==> config.mk <==
export PLATFORM = sky130hd
export DESIGN_NAME = ris_seq
export DESIGN_NICKNAME = d
export VERILOG_FILES = /design/src/include/ris_pkg.sv /design/src/rtl/ris_seq.sv /design/src/rtl/ris_sync_cnt.sv
export SDC_FILE = /design/constraint.sdc
export NUM_CORES = 1
export LEC_CHECK = 0
export BUFFER_PORTS_ARGS = -buffer_cell sky130_fd_sc_hd__buf_2
export CORE_ASPECT_RATIO = 0.7
export CORE_MARGIN = 2
export CORE_UTILIZATION = 50
export DETAILED_ROUTE_END_ITERATION = 10
export GPL_ROUTABILITY_DRIVEN = 0
export PLACE_DENSITY = 0.68
export SYNTH_ARGS = -nofsm -noshare
export SYNTH_HDL_FRONTEND = slang
export SYNTH_SLANG_ARGS = --single-unit
==> constraint.sdc <==
create_clock -name i_clk -period 2.37 [get_ports i_clk]
set_input_delay 0.474 -clock i_clk [delete_from_list [all_inputs] [get_ports i_clk]]
set_output_delay 0.474 -clock i_clk [all_outputs]
set_load 0.005 [all_outputs]
==> src/include/ris_pkg.sv <==
// Notes on behaviour
// - outputs held 512; soft released 16 after hard
// - config pins driven 1 clock after hard release; the code drives them 2 clocks after
// - sample three-bit source and divide strap together
// - host mode sync period from divide strap
// - allow 100 us for PLL lock
// - DLL lock wait 7680 to 122880 bus cycles
package ris_pkg;
  // ==========================================================
  // timing constants
  localparam int CLK_PERIOD_NS = 10;
  localparam int IN_ASSERT_MIN = 32;
  localparam int OUT_ASSERT_MIN = 512;
  localparam int HARD_TO_SOFT_MIN = 16;
  localparam int STRAP_SETUP_MIN = 4;
  localparam int CFG_DRIVE_DELAY = 1;
  localparam int PLL_LOCK_US = 100;
  localparam int PLL_LOCK_CYC = (PLL_LOCK_US * 1000) / CLK_PERIOD_NS;
  localparam int DLL_LOCK_MIN = 7680;
  localparam int DLL_LOCK_MAX = 122880;
  localparam int CNT_W = 17;
  // ==========================================================
  // reset values
  localparam logic [2:0] SRC_RST = 3'h0;

  typedef enum logic [2:0] {
    RIS_POR, RIS_PLL, RIS_DLL, RIS_HOLD, RIS_SOFT, RIS_RUN
  } ris_state_t;

  typedef struct packed {
    logic [2:0] reset_source;
    logic input_divide_strap;
  } ris_cfg_t;

  typedef struct packed {
    logic hard_reset_n;
    logic soft_reset_n;
    logic cfg_drive;
    logic clocks_ok;
  } ris_out_t;
endpackage

==> src/rtl/ris_seq.sv <==
`timescale 1ns/10ps
// reset initialization sequencer; counts run on the sync clock that i_clk stands for
// flow: power-on qualify, PLL wait, DLL wait, both resets held, hard then soft
// release. a qualified hard request in run reruns the held stretch; a soft
// request reruns it with hard left released. lock waits that run out still
// move on so the part is never stuck in reset, but the timeout flag sticks
// until the next power-on so a late clock problem stays visible.
module ris_seq #(
  parameter int PLL_CYC = ris_pkg::PLL_LOCK_CYC,
  parameter int DLL_CYC = ris_pkg::DLL_LOCK_MAX
) (
  input wire logic i_clk,
  input wire logic i_rst,
  input wire logic i_power_on_reset_n,
  input wire logic i_hard_reset_n,
  input wire logic i_soft_reset_n,
  input wire logic i_host_mode,
  input wire logic [2:0] i_reset_source,
  input wire logic i_input_divide_strap,
  input wire logic i_pll_lock,
  input wire logic i_dll_lock,
  output logic o_hard_reset_n,
  output logic o_hard_reset_oe_n,
  output logic o_soft_reset_n,
  output logic o_soft_reset_oe_n,
  output logic o_cfg_drive,
  output logic [2:0] o_reset_source,
  output logic o_input_divide_strap,
  output logic o_sync_div2,
  output logic o_clocks_ok,
  output logic o_lock_timeout
);
  typedef struct packed {
    ris_pkg::ris_state_t st;
    logic [ris_pkg::CNT_W-1:0] cnt;
    ris_pkg::ris_cfg_t cfg;
    logic hard_n;
    logic soft_n;
    logic [1:0] drv_dly;
    logic cfg_drive;
    logic ok;
    logic tmo;
    logic por_d;
  } ris_st_t;
  ris_st_t s_r, s_nxt;
  logic por_q, hrst_q, srst_q;

  // ==========================================================
  // qualified reset inputs, each must last the minimum length
  // short glitches on any reset pin die here; a pulse below the minimum
  // never reaches the sequencer, at the cost of a fixed entry latency
  ris_sync_cnt #(.MIN_CYC(ris_pkg::IN_ASSERT_MIN)) u_por (
    .i_clk(i_clk),
    .i_rst(i_rst),
    .i_rst_n(i_power_on_reset_n),
    .o_qual(por_q)
  );
  ris_sync_cnt #(.MIN_CYC(ris_pkg::IN_ASSERT_MIN)) u_hrst (
    .i_clk(i_clk),
    .i_rst(i_rst),
    .i_rst_n(i_hard_reset_n),
    .o_qual(hrst_q)
  );
  ris_sync_cnt #(.MIN_CYC(ris_pkg::IN_ASSERT_MIN)) u_srst (
    .i_clk(i_clk),
    .i_rst(i_rst),
    .i_rst_n(i_soft_reset_n),
    .o_qual(srst_q)
  );

  // ==========================================================
  // sequencer next state
  always_comb begin
    s_nxt = s_r;
    s_nxt.por_d = por_q;
    s_nxt.drv_dly = {s_r.drv_dly[0], s_r.hard_n};
    // straps are caught on the release of a qualified power-on reset
    if (s_r.por_d && !por_q) begin
      s_nxt.cfg.reset_source = i_reset_source;
      s_nxt.cfg.input_divide_strap = i_input_divide_strap;
    end
    case (s_r.st)
      ris_pkg::RIS_POR: begin
        s_nxt.cnt = '0;
        if (!por_q && s_r.por_d) begin
          s_nxt.st = ris_pkg::RIS_PLL;
        end
      end
      ris_pkg::RIS_PLL: begin
        // allow the full lock budget before giving up
        // waiting longer is safer than releasing logic onto a settling clock
        if (i_pll_lock) begin
          s_nxt.st = ris_pkg::RIS_DLL;
          s_nxt.cnt = '0;
        end else if (s_r.cnt >= ris_pkg::CNT_W'(PLL_CYC - 1)) begin
          s_nxt.tmo = 1'b1;
          s_nxt.st = ris_pkg::RIS_DLL;
          s_nxt.cnt = '0;
        end else begin
          s_nxt.cnt = s_r.cnt + 1'b1;
        end
      end
      ris_pkg::RIS_DLL: begin
        // lock is not trusted before the least wait
        // an early lock flag is ignored until the fastest ratio could be done
        if (i_dll_lock && s_r.cnt >= ris_pkg::CNT_W'(ris_pkg::DLL_LOCK_MIN - 1)) begin
          s_nxt.st = ris_pkg::RIS_HOLD;
          s_nxt.cnt = '0;
        end else if (s_r.cnt >= ris_pkg::CNT_W'(DLL_CYC - 1)) begin
          s_nxt.tmo = 1'b1;
          s_nxt.st = ris_pkg::RIS_HOLD;
          s_nxt.cnt = '0;
        end else begin
          s_nxt.cnt = s_r.cnt + 1'b1;
        end
      end
      ris_pkg::RIS_HOLD: begin
        // outputs low for the full minimum, hard left released in a soft-only pass
        // the count restarts on every entry, so a rerun is never shortened
        if (s_r.cnt >= ris_pkg::CNT_W'(ris_pkg::OUT_ASSERT_MIN - 1)) begin
          s_nxt.hard_n = 1'b1;
          s_nxt.st = ris_pkg::RIS_SOFT;
          s_nxt.cnt = '0;
        end else begin
          s_nxt.cnt = s_r.cnt + 1'b1;
        end
      end
      ris_pkg::RIS_SOFT: begin
        // soft release trails hard release
        if (s_r.cnt >= ris_pkg::CNT_W'(ris_pkg::HARD_TO_SOFT_MIN - 1)) begin
          s_nxt.soft_n = 1'b1;
          s_nxt.ok = 1'b1;
          s_nxt.st = ris_pkg::RIS_RUN;
          s_nxt.cnt = '0;
        end else begin
          s_nxt.cnt = s_r.cnt + 1'b1;
        end
      end
      ris_pkg::RIS_RUN: begin
        // soft request restarts only the soft output stretch; hard stays released
        // so the config pins keep being driven through a soft-only pass
        if (srst_q && !hrst_q) begin
          s_nxt.soft_n = 1'b0;
          s_nxt.ok = 1'b0;
          s_nxt.st = ris_pkg::RIS_HOLD;
          s_nxt.hard_n = 1'b1;
          s_nxt.cnt = '0;
        end
      end
      default: begin
        // unused state codes rerun the held stretch rather than wait for power-on
        s_nxt.st = ris_pkg::RIS_HOLD;
        s_nxt.hard_n = 1'b0;
        s_nxt.soft_n = 1'b0;
        s_nxt.ok = 1'b0;
        s_nxt.cnt = '0;
      end
    endcase
    // hard request reruns the output stretch; power-on restarts everything
    if (hrst_q && s_r.st == ris_pkg::RIS_RUN) begin
      s_nxt.st = ris_pkg::RIS_HOLD;
      s_nxt.cnt = '0;
      s_nxt.hard_n = 1'b0;
      s_nxt.soft_n = 1'b0;
      s_nxt.ok = 1'b0;
    end
    if (s_r.st == ris_pkg::RIS_HOLD && !s_r.hard_n && s_nxt.st == ris_pkg::RIS_SOFT) begin
      s_nxt.hard_n = 1'b1;
    end else if (s_r.st == ris_pkg::RIS_HOLD && s_r.hard_n && s_nxt.st == ris_pkg::RIS_SOFT) begin
      s_nxt.st = ris_pkg::RIS_SOFT; // soft-only pass keeps hard released
    end
    if (por_q) begin
      s_nxt.st = ris_pkg::RIS_POR;
      s_nxt.hard_n = 1'b0;
      s_nxt.soft_n = 1'b0;
      s_nxt.ok = 1'b0;
      s_nxt.tmo = 1'b0;
      s_nxt.cnt = '0;
    end
    // config pins released while hard reset low, retaken two clocks after its rise
    // the drop follows the next hard value, so the pins are let go on the same
    // edge that pulls hard reset low and never overlap a pulled reset
    s_nxt.cfg_drive = s_r.hard_n && s_r.drv_dly[0];
    if (!s_nxt.hard_n || !s_r.hard_n) begin
      s_nxt.cfg_drive = 1'b0;
    end
  end

  // ==========================================================
  // state register
  // synchronous reset only; the sequencer wakes with both reset pins pulled
  always_ff @(posedge i_clk) begin
    if (i_rst) begin
      s_r <= '{st: ris_pkg::RIS_POR, cnt: '0,
               cfg: '{reset_source: ris_pkg::SRC_RST, input_divide_strap: 1'b0},
               hard_n: 1'b0, soft_n: 1'b0, drv_dly: 2'h0, cfg_drive: 1'b0,
               ok: 1'b0, tmo: 1'b0, por_d: 1'b0};
    end else begin
      s_r <= s_nxt;
    end
  end

  // ==========================================================
  // pin bundle; every level here comes straight from a flop
  ris_pkg::ris_out_t out_w;
  assign out_w = '{hard_reset_n: s_r.hard_n, soft_reset_n: s_r.soft_n,
                   cfg_drive: s_r.cfg_drive, clocks_ok: s_r.ok};

  // ==========================================================
  // outputs; reset pins are open-drain, enable low while pulling low
  // the data side of each pin is tied low: the board pull-up makes the high
  // level, so two parts sharing the net can never fight
  assign o_hard_reset_n = 1'b0;
  assign o_hard_reset_oe_n = out_w.hard_reset_n;
  assign o_soft_reset_n = 1'b0;
  assign o_soft_reset_oe_n = out_w.soft_reset_n;
  assign o_cfg_drive = out_w.cfg_drive;
  assign o_reset_source = s_r.cfg.reset_source;
  assign o_input_divide_strap = s_r.cfg.input_divide_strap;
  // host mode: sync clock is the primary clock, divided when strap set
  assign o_sync_div2 = i_host_mode & s_r.cfg.input_divide_strap;
  assign o_clocks_ok = out_w.clocks_ok;
  assign o_lock_timeout = s_r.tmo;
endmodule

==> src/rtl/ris_sync_cnt.sv <==
`timescale 1ns/10ps
// synchroniser plus assertion-length qualifier for one active-low reset input
module ris_sync_cnt #(
  parameter int MIN_CYC = 32
) (
  input wire logic i_clk,
  input wire logic i_rst,
  input wire logic i_rst_n,
  output logic o_qual
);
  typedef struct packed {
    logic s1;
    logic s2;
    logic [7:0] cnt;
    logic qual;
  } ris_sc_t;
  ris_sc_t st_r, st_nxt;

  // ==========================================================
  // next state
  always_comb begin
    st_nxt = st_r;
    st_nxt.s1 = ~i_rst_n;
    st_nxt.s2 = st_r.s1; // first stage only feeds second
    if (!st_r.s2) begin
      st_nxt.cnt = 8'h00; // short pulse restarts the count
      st_nxt.qual = 1'b0;
    end else if (st_r.cnt < 8'(MIN_CYC - 1)) begin
      st_nxt.cnt = st_r.cnt + 8'h01;
    end else begin
      st_nxt.qual = 1'b1; // held long enough
    end
  end

  // ==========================================================
  // state register
  always_ff @(posedge i_clk) begin
    if (i_rst) begin
      st_r <= '0;
    end else begin
      st_r <= st_nxt;
    end
  end

  assign o_qual = st_r.qual;
endmodule

# == Word level (Yosys, flattened, before mapping) ==
# Index checks and enable logic that the tools add are counted.
# totals
reg_bits,64
latchBits,0
ram_bits,0
mem_bits_ro,0
input_bits,12
output_inout_bits,12
word_cells,112
n_memories,0
# op_classes
n_addsub,4
multipliers,0
n_div,0
magnitude_cmp,8
n_eq_ne,12
shifts,0
mux,31
bitwise,8
n_reduce_logical,26
# ops
op,n
one-hot mux 20 bit (6 select lines),1
2-to-1 mux 20 bit,4
2-to-1 mux 17 bit,4
"adder 8 x 1 -> 8 bit, second input constant",3
"< comparator 8 x 5 -> 1 bit, second input constant",3
2-to-1 mux 3 bit,7
"adder 17 x 1 -> 17 bit, second input constant",1
"greater-or-equal comparator 17 x 13 -> 1 bit, second input constant",1
"greater-or-equal comparator 17 x 14 -> 1 bit, second input constant",1
"greater-or-equal comparator 17 bit, second input constant",1
"greater-or-equal comparator 17 x 4 -> 1 bit, second input constant",1
"greater-or-equal comparator 17 x 9 -> 1 bit, second input constant",1
"!= test 2 bit, second input constant",6
OR reduction 2 bit,5
"== test 3 bit, second input constant",3
logical AND 1 bit,9
one-hot mux 1 bit (3 select lines),3
2-to-1 mux 1 bit,8
OR reduction 4 bit,2
inverter 1 bit,7
"== test 3 x 2 -> 1 bit, second input constant",2
2-to-1 mux 2 bit,3
AND reduction 5 bit,1
logical NOT 1 bit,4
other kinds (8),8

# == Depth between registers and ports, before layout ==
# Gate-level depths: netlist of run 1.
# depth
depth_word,12
mapped_depth,8
ltp_nobuf,7

# == Hierarchy ==
# A second synthesis of run 1 with hierarchy kept.
# unflattened
hier_cells,351
hier_area_um2,2969.1
# by_module_without_submodules
mod,instances,cells_per_inst,area_per_inst_um2,seq_area_each_um2
ris_seq,1,219,1685.4,600.6
ris_sync_cnt,3,44,427.9,220.2

# == Worst setup path after synthesis of run 1 ==
# OpenSTA, ideal clock, no wires.
# synth_timing
path_kind,register to register
startpoint,register s_r[12] (netlist bit)
endpoint,register s_r[28] (netlist bit)
setup_ns,0.124
arrival_ns,2.000
required_time_ns,2.246
setup_slack_ns,0.246
path_stages_with_launch,9
path_buffers,1
synth_period_minus_slack_ns,2.124
path_cell_list,dfxtp_1 -> ha_1 -> a21oi_1 -> or4_1 -> a22oi_2 -> o2111ai_4 -> buf_6 -> a31oi_1 -> o22ai_1
# synth_between
elab_chain_cells,4
elab_cells_between_ends,14
classes_between,add/sub: 1; order compare: 5; mux: 7; reduce/logical: 1
# synth_rtl
item,line_no,text
start: declaration,ris_seq.sv:45,"ris_st_t s_r, s_nxt;"
start signal: assignment,ris_seq.sv:194,"s_r <= '{st: ris_pkg::RIS_POR, cnt: '0,"
start signal: assignment,ris_seq.sv:199,s_r <= s_nxt;
"adder 17 x 1 -> 17 bit, or another cell as far along",n/a,
"2-to-1 mux 17 bit, or another cell as far along",ris_seq.sv:109,end else if (s_r.cnt >= ris_pkg::CNT_W'(DLL_CYC - 1)) begin
"2-to-1 mux 20 bit, on equally long branches","ris_seq.sv:106, ris_seq.sv:92",
one-hot mux 20 bit (6 select lines) *,ris_seq.sv:82,case (s_r.st)
# Every way passes the cells marked *; elsewhere a longest branch is shown, timed or not.
# A chain may end at the register's enable or synchronous reset.

# == Worst setup path in the final report of run 1 ==
# layout_timing
startpoint,register s_r[13] (netlist bit)
endpoint,register s_r[14] (netlist bit)
# The elaborated chain is that of the path after synthesis.

==> flow_metrics.py, run 1 <==
metrics = {
    "outcome": {
        "status": "completed",
    },
    "drt": {
        "routed_wl_um": 5880,
        "drt_iter0_drc": 168,
        "wl_per_cell_um": 13.1,
        "num_vias": 2410,
        "viasPerCell": 5.38,
        "ant_nets": 0,
        "firstDrtPassIters": 4,
        "remaining_drc_errors": 0,
    },
    "layout": {
        "area_delta_synth_final_pct": 13.1,
        "n_fill_cell": 529,
        "drive_above_1_share": 0.190,
        "layout_commonest_cell": "dfxtp_1",
        "layout_common_cells": "62 x dfxtp_1, 54 x nor2_1, 38 x nand2_1",
        "finish.utilization": 0.581,
        "final_cells": 448,
        "nets": 384,
        "antenna_cells": 0,
    },
    "timing": {
        "slew_headroom": 0.591,
        "setup_slack_ns": 0.143,
        "fin_crit_sh": 0.940,
        "hold_violations": 0,
        "finClkSkew_ns": 0.00680,
        "grt_setup_unrepaired": "false",
        "tns_ns": 0,
        "tightest_slew_ns": 0.612,
        "fmaxAchievable_mhz": 449,
        "hold_ws_ns": 0.269,
        "setup_viol": 0,
        "drv_slew": 0,
        "fin_crit_ns": 2.23,
    },
    "min_path": {
        "min_to": "u_por.st_nxt[9]",
        "hold-path-cell-count": 2,
        "hold_path.class": "input pin to flop",
        "min_from": "i_power_on_reset_n",
    },
    "clock_tree": {
        "clk_latency_ns": 0.35,
        "cts.path.max_buffers": 2,
        "tritoncts": "built",
        "cts-htree-levels": 3,
        "post-cts-setup-buffer-count": 0,
        "clkTransAtPathRegs_ns": 0.07,
        "cts_hold_buf": 0,
        "numCtsBuffers": 9,
        "root_buffer": "clkbuf_8",
        "cts.sinks": 63,
    },
    "power_and_ir_drop": {
        "switchingPower_mw": 0.445,
        "ir_worst_vdd_mv": 0.344,
        "pwr-share-seq": 0.497,
        "p_per_area_nw_per_um2": 649,
        "p_leak_nw": 1.23,
        "p_sw_frac": 0.207,
        "internal_power_mw": 1.70,
        "pwr-share-clk": 0.485,
        "combinationalPowerShare": 0.018,
    },
    "logic_synthesis": {
        "syn_avg_cell_area_um2": 8.55,
        "ys_ff_latch": 63,
        "synth_mux_area_frac": 0.0274,
        "netlist_instances": 342,
        "syn-cell-area_um2": 2920,
        "synthFlopType": "dfxtp_1",
        "synth_compound_area_frac": 0.142,
        "synth_top_family_by_area": "simple AND/OR/NAND/NOR gates",
        "synth_adder_area_share": 0.0171,
        "yosysWarningCount": 0,
        "synth_edf_count": 0,
        "seq_area_frac_synth": 0.431,
        "synth_cell_types": 51,
        "async_flop_share": 0,
        "synth_simple_gate_area_frac": 0.288,
        "synth_xor_area_frac": 0.0240,
    },
    "global_route": {
        "grt_max_degree": 20,
        "grt_overflow_total": 0,
        "grt_pass1_vias": 2157,
        "antenna_found_initial": 0,
        "grt_pass1_wl_um": 9860,
        "gr-usage-all-layers": 0.200,
    },
    "placement": {
        "post-place-cells": 432,
        "port_buffers": 21,
        "dpl.hpwl_um": 4190,
        "post-place-ws_ns": 0.113,
    },
    "floorplanning": {
        "boundaryPins": 24,
        "core_region_area_um2": 5700,
        "row_count": 23,
        "initial_core_util": 0.513,
        "fp.dieW_um": 95.4,
        "dieArea_um2": 6490,
        "die_h_um": 68.0,
    },
    "setup_path": {
        "endpoint_kind": "flop",
        "rr_startpoint": "s_r[13]",
        "critPathLaunchType": "flop",
        "critPathRequiredTime_ns": 2.59,
        "r2r-end": "s_r[14]",
        "critPathMaxFanout": 12,
        "r2r_cells": 8,
        "worstSetupPathType": "flop to flop",
        "r2r_slack_ns": 0.14,
        "cp.arrival_ns": 2.45,
        "startpoint": "s_r[13]",
    },
    "job": {
        "drv_cap": 0,
    },
}
==> power groups by stage <==
| stage | Clock [mW] | Combinational [mW] | Sequential (mW) |
|---|---|---|---|
| detailed placement | 0 | 0.0391 | 1.09 |
| global route | 1.11 | 0.0443 | 1.07 |
| CTS | 1.06 | 0.0393 | 1.07 |
| floorplan | 0 | 0.0265 | 1.09 |
| global placement | 0 | 0.0382 | 1.09 |
| finish | 1.04 | 0.0390 | 1.07 |
==> layout make-up <==
class	instances	area, um2	share of cell area
Multi-Input combinational cell	247	1470	0.444
Sequential cell	63	1260	0.382
Timing Repair Buffer	35	214	0.0647
Clock buffer	11	141	0.0427
Tap cell	75	93.8	0.0284
Clock inverter	5	81.3	0.0246
Inverter	12	45.0	0.0136
==> routing by layer <==
metal | track usage | wire, um
met3 | 0.0606 | 308
met1 | 0.274 | 3110
met5 | 0 | 0
met2 | 0.292 | 2360
met4 | 0.0857 | 93
==> cells by family after synthesis <==
group           Yosys count
simple gates            171
flops                    63
compound gates           54
buf+inv                  33
xor+xnor                  8
mux                       8
fa+ha+maj                 4
other cells               1
==> cells in the mapped netlist (6+ instances only) <==
master	instances	area share
a31oi_1	13	0.028
buf_4	7	0.018
clkbuf_1	8	0.010
dfxtp_1	63	0.43
inv_1	12	0.015
mux2i_1	8	0.027
nand2_1	38	0.049
nand3_1	14	0.024
nand4_1	18	0.039
nor2_1	54	0.069
nor2b_1	6	0.013
nor3_1	9	0.015
o21ai_0	12	0.021
==> stage by stage <==
| step | total power [mW] | area [um2] |
|---|---|---|
| after floorplan | 1.12 | 2930 |
| after detailed placement | 1.13 | 3070 |
| final | 2.15 | 3310 |
| after global placement | 1.13 | 3070 |
| after global routing | 2.22 | 3310 |
| after CTS | 2.17 | 3300 |
==> state kept, by name, indices dropped and copies added, names as in the netlist <==
signal / count
u_por.st_r: 9
o_lock_timeout: 1
u_por.o_qual: 1
o_soft_reset_oe_n: 1
u_por.st_nxt: 1
s_r: 21
u_hrst.o_qual: 1
u_hrst.st_nxt: 1
o_cfg_drive: 1
u_srst.st_nxt: 1
u_srst.o_qual: 1
o_hard_reset_oe_n: 1
s_nxt: 1
o_input_divide_strap: 1
u_hrst.st_r: 9
u_srst.st_r: 9
o_reset_source: 3
==> worst max-delay path: stages (launching register included) <==
cell and delay (ns):
dfxtp_2 0.36, ha_2 0.20, a21oi_1 0.08, or4_4 0.53, a22oi_2 0.27, o2111ai_4 0.17, buf_6 0.19, a31oi_1 0.20
mux2i_1 0.11
==> worst max path at each step <==
stage | to | slack (ns) | cells past startpoint
finish | s_r[14] | 0.14 | 8
global route | s_r[14] | 0.03 | 8
CTS | s_r[14] | 0.02 | 8
detailed placement | s_r[14] | 0.11 | 8
global placement | s_r[12] | 0.18 | 7
floorplan | s_r[28] | 0.25 | 8
==> what timing repair did <==
| action | 4_1_cts | 5_1_grt |
|---|---|---|
| resized for setup | 0 | 6 |
| endpoints found under the hold margin | 0 | 0 |
| setup endpoints to repair | 0 | 12 |
Power figures use the tool's default switching activity.
==> run 2, diff against run 1 <==
--- a/config.mk
+++ b/config.mk
@@ -12,5 +12,5 @@
 export DETAILED_ROUTE_END_ITERATION = 10
 export GPL_ROUTABILITY_DRIVEN = 0
-export PLACE_DENSITY = 0.68
+export PLACE_DENSITY = 0.7
 export SYNTH_ARGS = -nofsm -noshare
 export SYNTH_HDL_FRONTEND = slang
==> constraint.sdc (replaced) <==
create_clock -name i_clk -period 1.8 [get_ports i_clk]
set_input_delay 0.54 -clock i_clk [delete_from_list [all_inputs] [get_ports i_clk]]
set_output_delay 0.54 -clock i_clk [all_outputs]
set_load 0.005 [all_outputs]
==> flow_metrics.py, run 2 (synthesis gave the netlist of run 1 again) <==
metrics = {
    "global_route": {
        "grt_overflow_total": 0,
        "antenna_found_initial": 0,
        "grt_max_degree": 16,
        "gr-usage-all-layers": 0.217,
        "grt_pass1_wl_um": 10800,
        "grt_pass1_vias": 2358,
    },
    "timing": {
        "hold_violations": 0,
        "hold_ws_ns": 0.343,
        "slew_headroom": 0.644,
        "fmaxAchievable_mhz": 477,
        "fin_crit_sh": 1.17,
        "tightest_slew_ns": 0.520,
        "setup_slack_ns": -0.297,
        "drv_slew": 0,
        "setup_viol": 22,
        "fin_crit_ns": 2.10,
        "finClkSkew_ns": 0.00701,
        "grt_setup_unrepaired": "true",
    },
    "floorplanning": {
        "dieArea_um2": 6490,
        "die_h_um": 68.0,
        "initial_core_util": 0.513,
        "fp.dieW_um": 95.4,
        "row_count": 23,
        "boundaryPins": 24,
        "core_region_area_um2": 5700,
    },
    "power_and_ir_drop": {
        "internal_power_mw": 2.25,
        "p_leak_nw": 1.50,
        "ir_worst_vdd_mv": 0.578,
        "fin_total_pwr_mw": 2.87,
        "pwr-share-clk": 0.489,
        "pwr-share-seq": 0.488,
        "combinationalPowerShare": 0.023,
        "switchingPower_mw": 0.617,
        "p_sw_frac": 0.215,
        "p_per_area_nw_per_um2": 752,
    },
    "drt": {
        "remaining_drc_errors": 0,
        "routed_wl_um": 6510,
        "num_vias": 2632,
        "wl_per_cell_um": 13.1,
        "drt_iter0_drc": 179,
        "firstDrtPassIters": 4,
        "viasPerCell": 5.32,
        "ant_nets": 0,
    },
    "placement": {
        "dpl.hpwl_um": 4710,
        "place_area_um2": 3460,
        "port_buffers": 21,
    },
    "clock_tree": {
        "cts.sinks": 63,
        "clkTransAtPathRegs_ns": 0.07,
        "cts-htree-levels": 3,
        "cts.path.max_buffers": 2,
        "tritoncts": "built",
        "clk_latency_ns": 0.34,
        "root_buffer": "clkbuf_8",
        "numCtsBuffers": 9,
        "cts_hold_buf": 0,
    },
    "setup_path": {
        "cp.arrival_ns": 2.32,
        "rr_startpoint": "s_r[12]",
        "critPathMaxFanout": 7,
        "r2r_slack_ns": -0.30,
        "critPathLaunchType": "flop",
        "worstSetupPathType": "flop to flop",
        "worstSetupEndpoint": "s_r[14]",
        "r2r_cells": 8,
        "endpoint_kind": "flop",
        "r2r-end": "s_r[14]",
        "critPathRequiredTime_ns": 2.02,
        "startpoint": "s_r[12]",
    },
    "outcome": {
        "status": "finished with violations",
        "violations": "negative setup slack",
    },
    "layout": {
        "top_register": "s_r",
        "layout_common_cells": "61 x dfxtp_1, 55 x buf_4, 51 x nor2_1",
        "fin_area_um2": 3820,
        "sequential_cell_area_um2": 1270,
        "antenna_cells": 0,
        "nets": 431,
        "drive_above_1_share": 0.319,
        "largest_register_ffs": 21,
        "n_fill_cell": 452,
        "multi_input_comb_area_um2": 1570,
        "area_delta_synth_final_pct": 30.5,
        "layout_commonest_cell": "dfxtp_1",
    },
    "job": {
        "drv_cap": 0,
    },
    "min_path": {
        "hold_path.class": "input pin to flop",
    },
}
run 2: repair_timing:
action,CTS,global route
pin swaps,4,7
hold endpoints to repair,0,0
cloned,1,0
setup buffers,2,2
setup endpoints to repair,22,22
resized for setup,7,10
run 2: power groups by stage:
stage	combinational (mW)	sequential, mW	clock [mW]
after floorplan	0.0350	1.43	0
after global placement	0.0606	1.43	0
after detailed placement	0.0621	1.43	0
after CTS	0.0629	1.40	1.44
after global routing	0.0709	1.40	1.49
final	0.0646	1.40	1.40
run 2: per-layer routing:
layer  up-vias  GRT usage  routed length, um
li1       1352          -                  -
met1      1195      0.308               3320
met2        76      0.318               2650
met3         9     0.0573                452
met4         0     0.0750                 83
met5         -          0                  0
run 2: how the worst min path moves through the flow:
stage,from,depth (start not counted),endpoint
after floorplan,u_hrst.st_r[7],2,u_hrst.st_r[7]
after global placement,u_por.st_nxt[9],1,u_por.st_r[9]
after detailed placement,u_por.st_r[7],2,u_por.st_r[7]
after CTS,i_power_on_reset_n,2,u_por.st_nxt[9]
after global routing,i_power_on_reset_n,2,u_por.st_nxt[9]
final,i_soft_reset_n,2,u_srst.st_nxt[9]
run 2: area by class of cell:
class | instances | share of cell area
Clock buffer | 10 | 0.0361
Clock inverter | 6 | 0.0246
Inverter | 12 | 0.0118
Multi-Input combinational cell | 247 | 0.410
Sequential cell | 63 | 0.332
Tap cell | 75 | 0.0246
Timing Repair Buffer | 82 | 0.160
run 2: stage by stage:
stage | setup TNS (ns) | util | std cells | setup WS [ns]
final | -4.60 | 0.670 | 495 | -0.297
after CTS | -3.75 | 0.659 | 493 | -0.257
after global routing | -6.47 | 0.670 | 495 | -0.391
after detailed placement | -4.28 | 0.607 | 474 | -0.300
after floorplan | -2.47 | - | 343 | -0.196
after global placement | -3.60 | 0.607 | 474 | -0.272
run 2: critical path: stages, from the launching register on:
cell and delay (ns):
dfxtp_4 0.38, ha_4 0.15, a21oi_4 0.04, or4_4 0.50, a22oi_2 0.23, o2111ai_4 0.21
buf_6 0.21, a31oi_1 0.17, mux2i_1 0.09
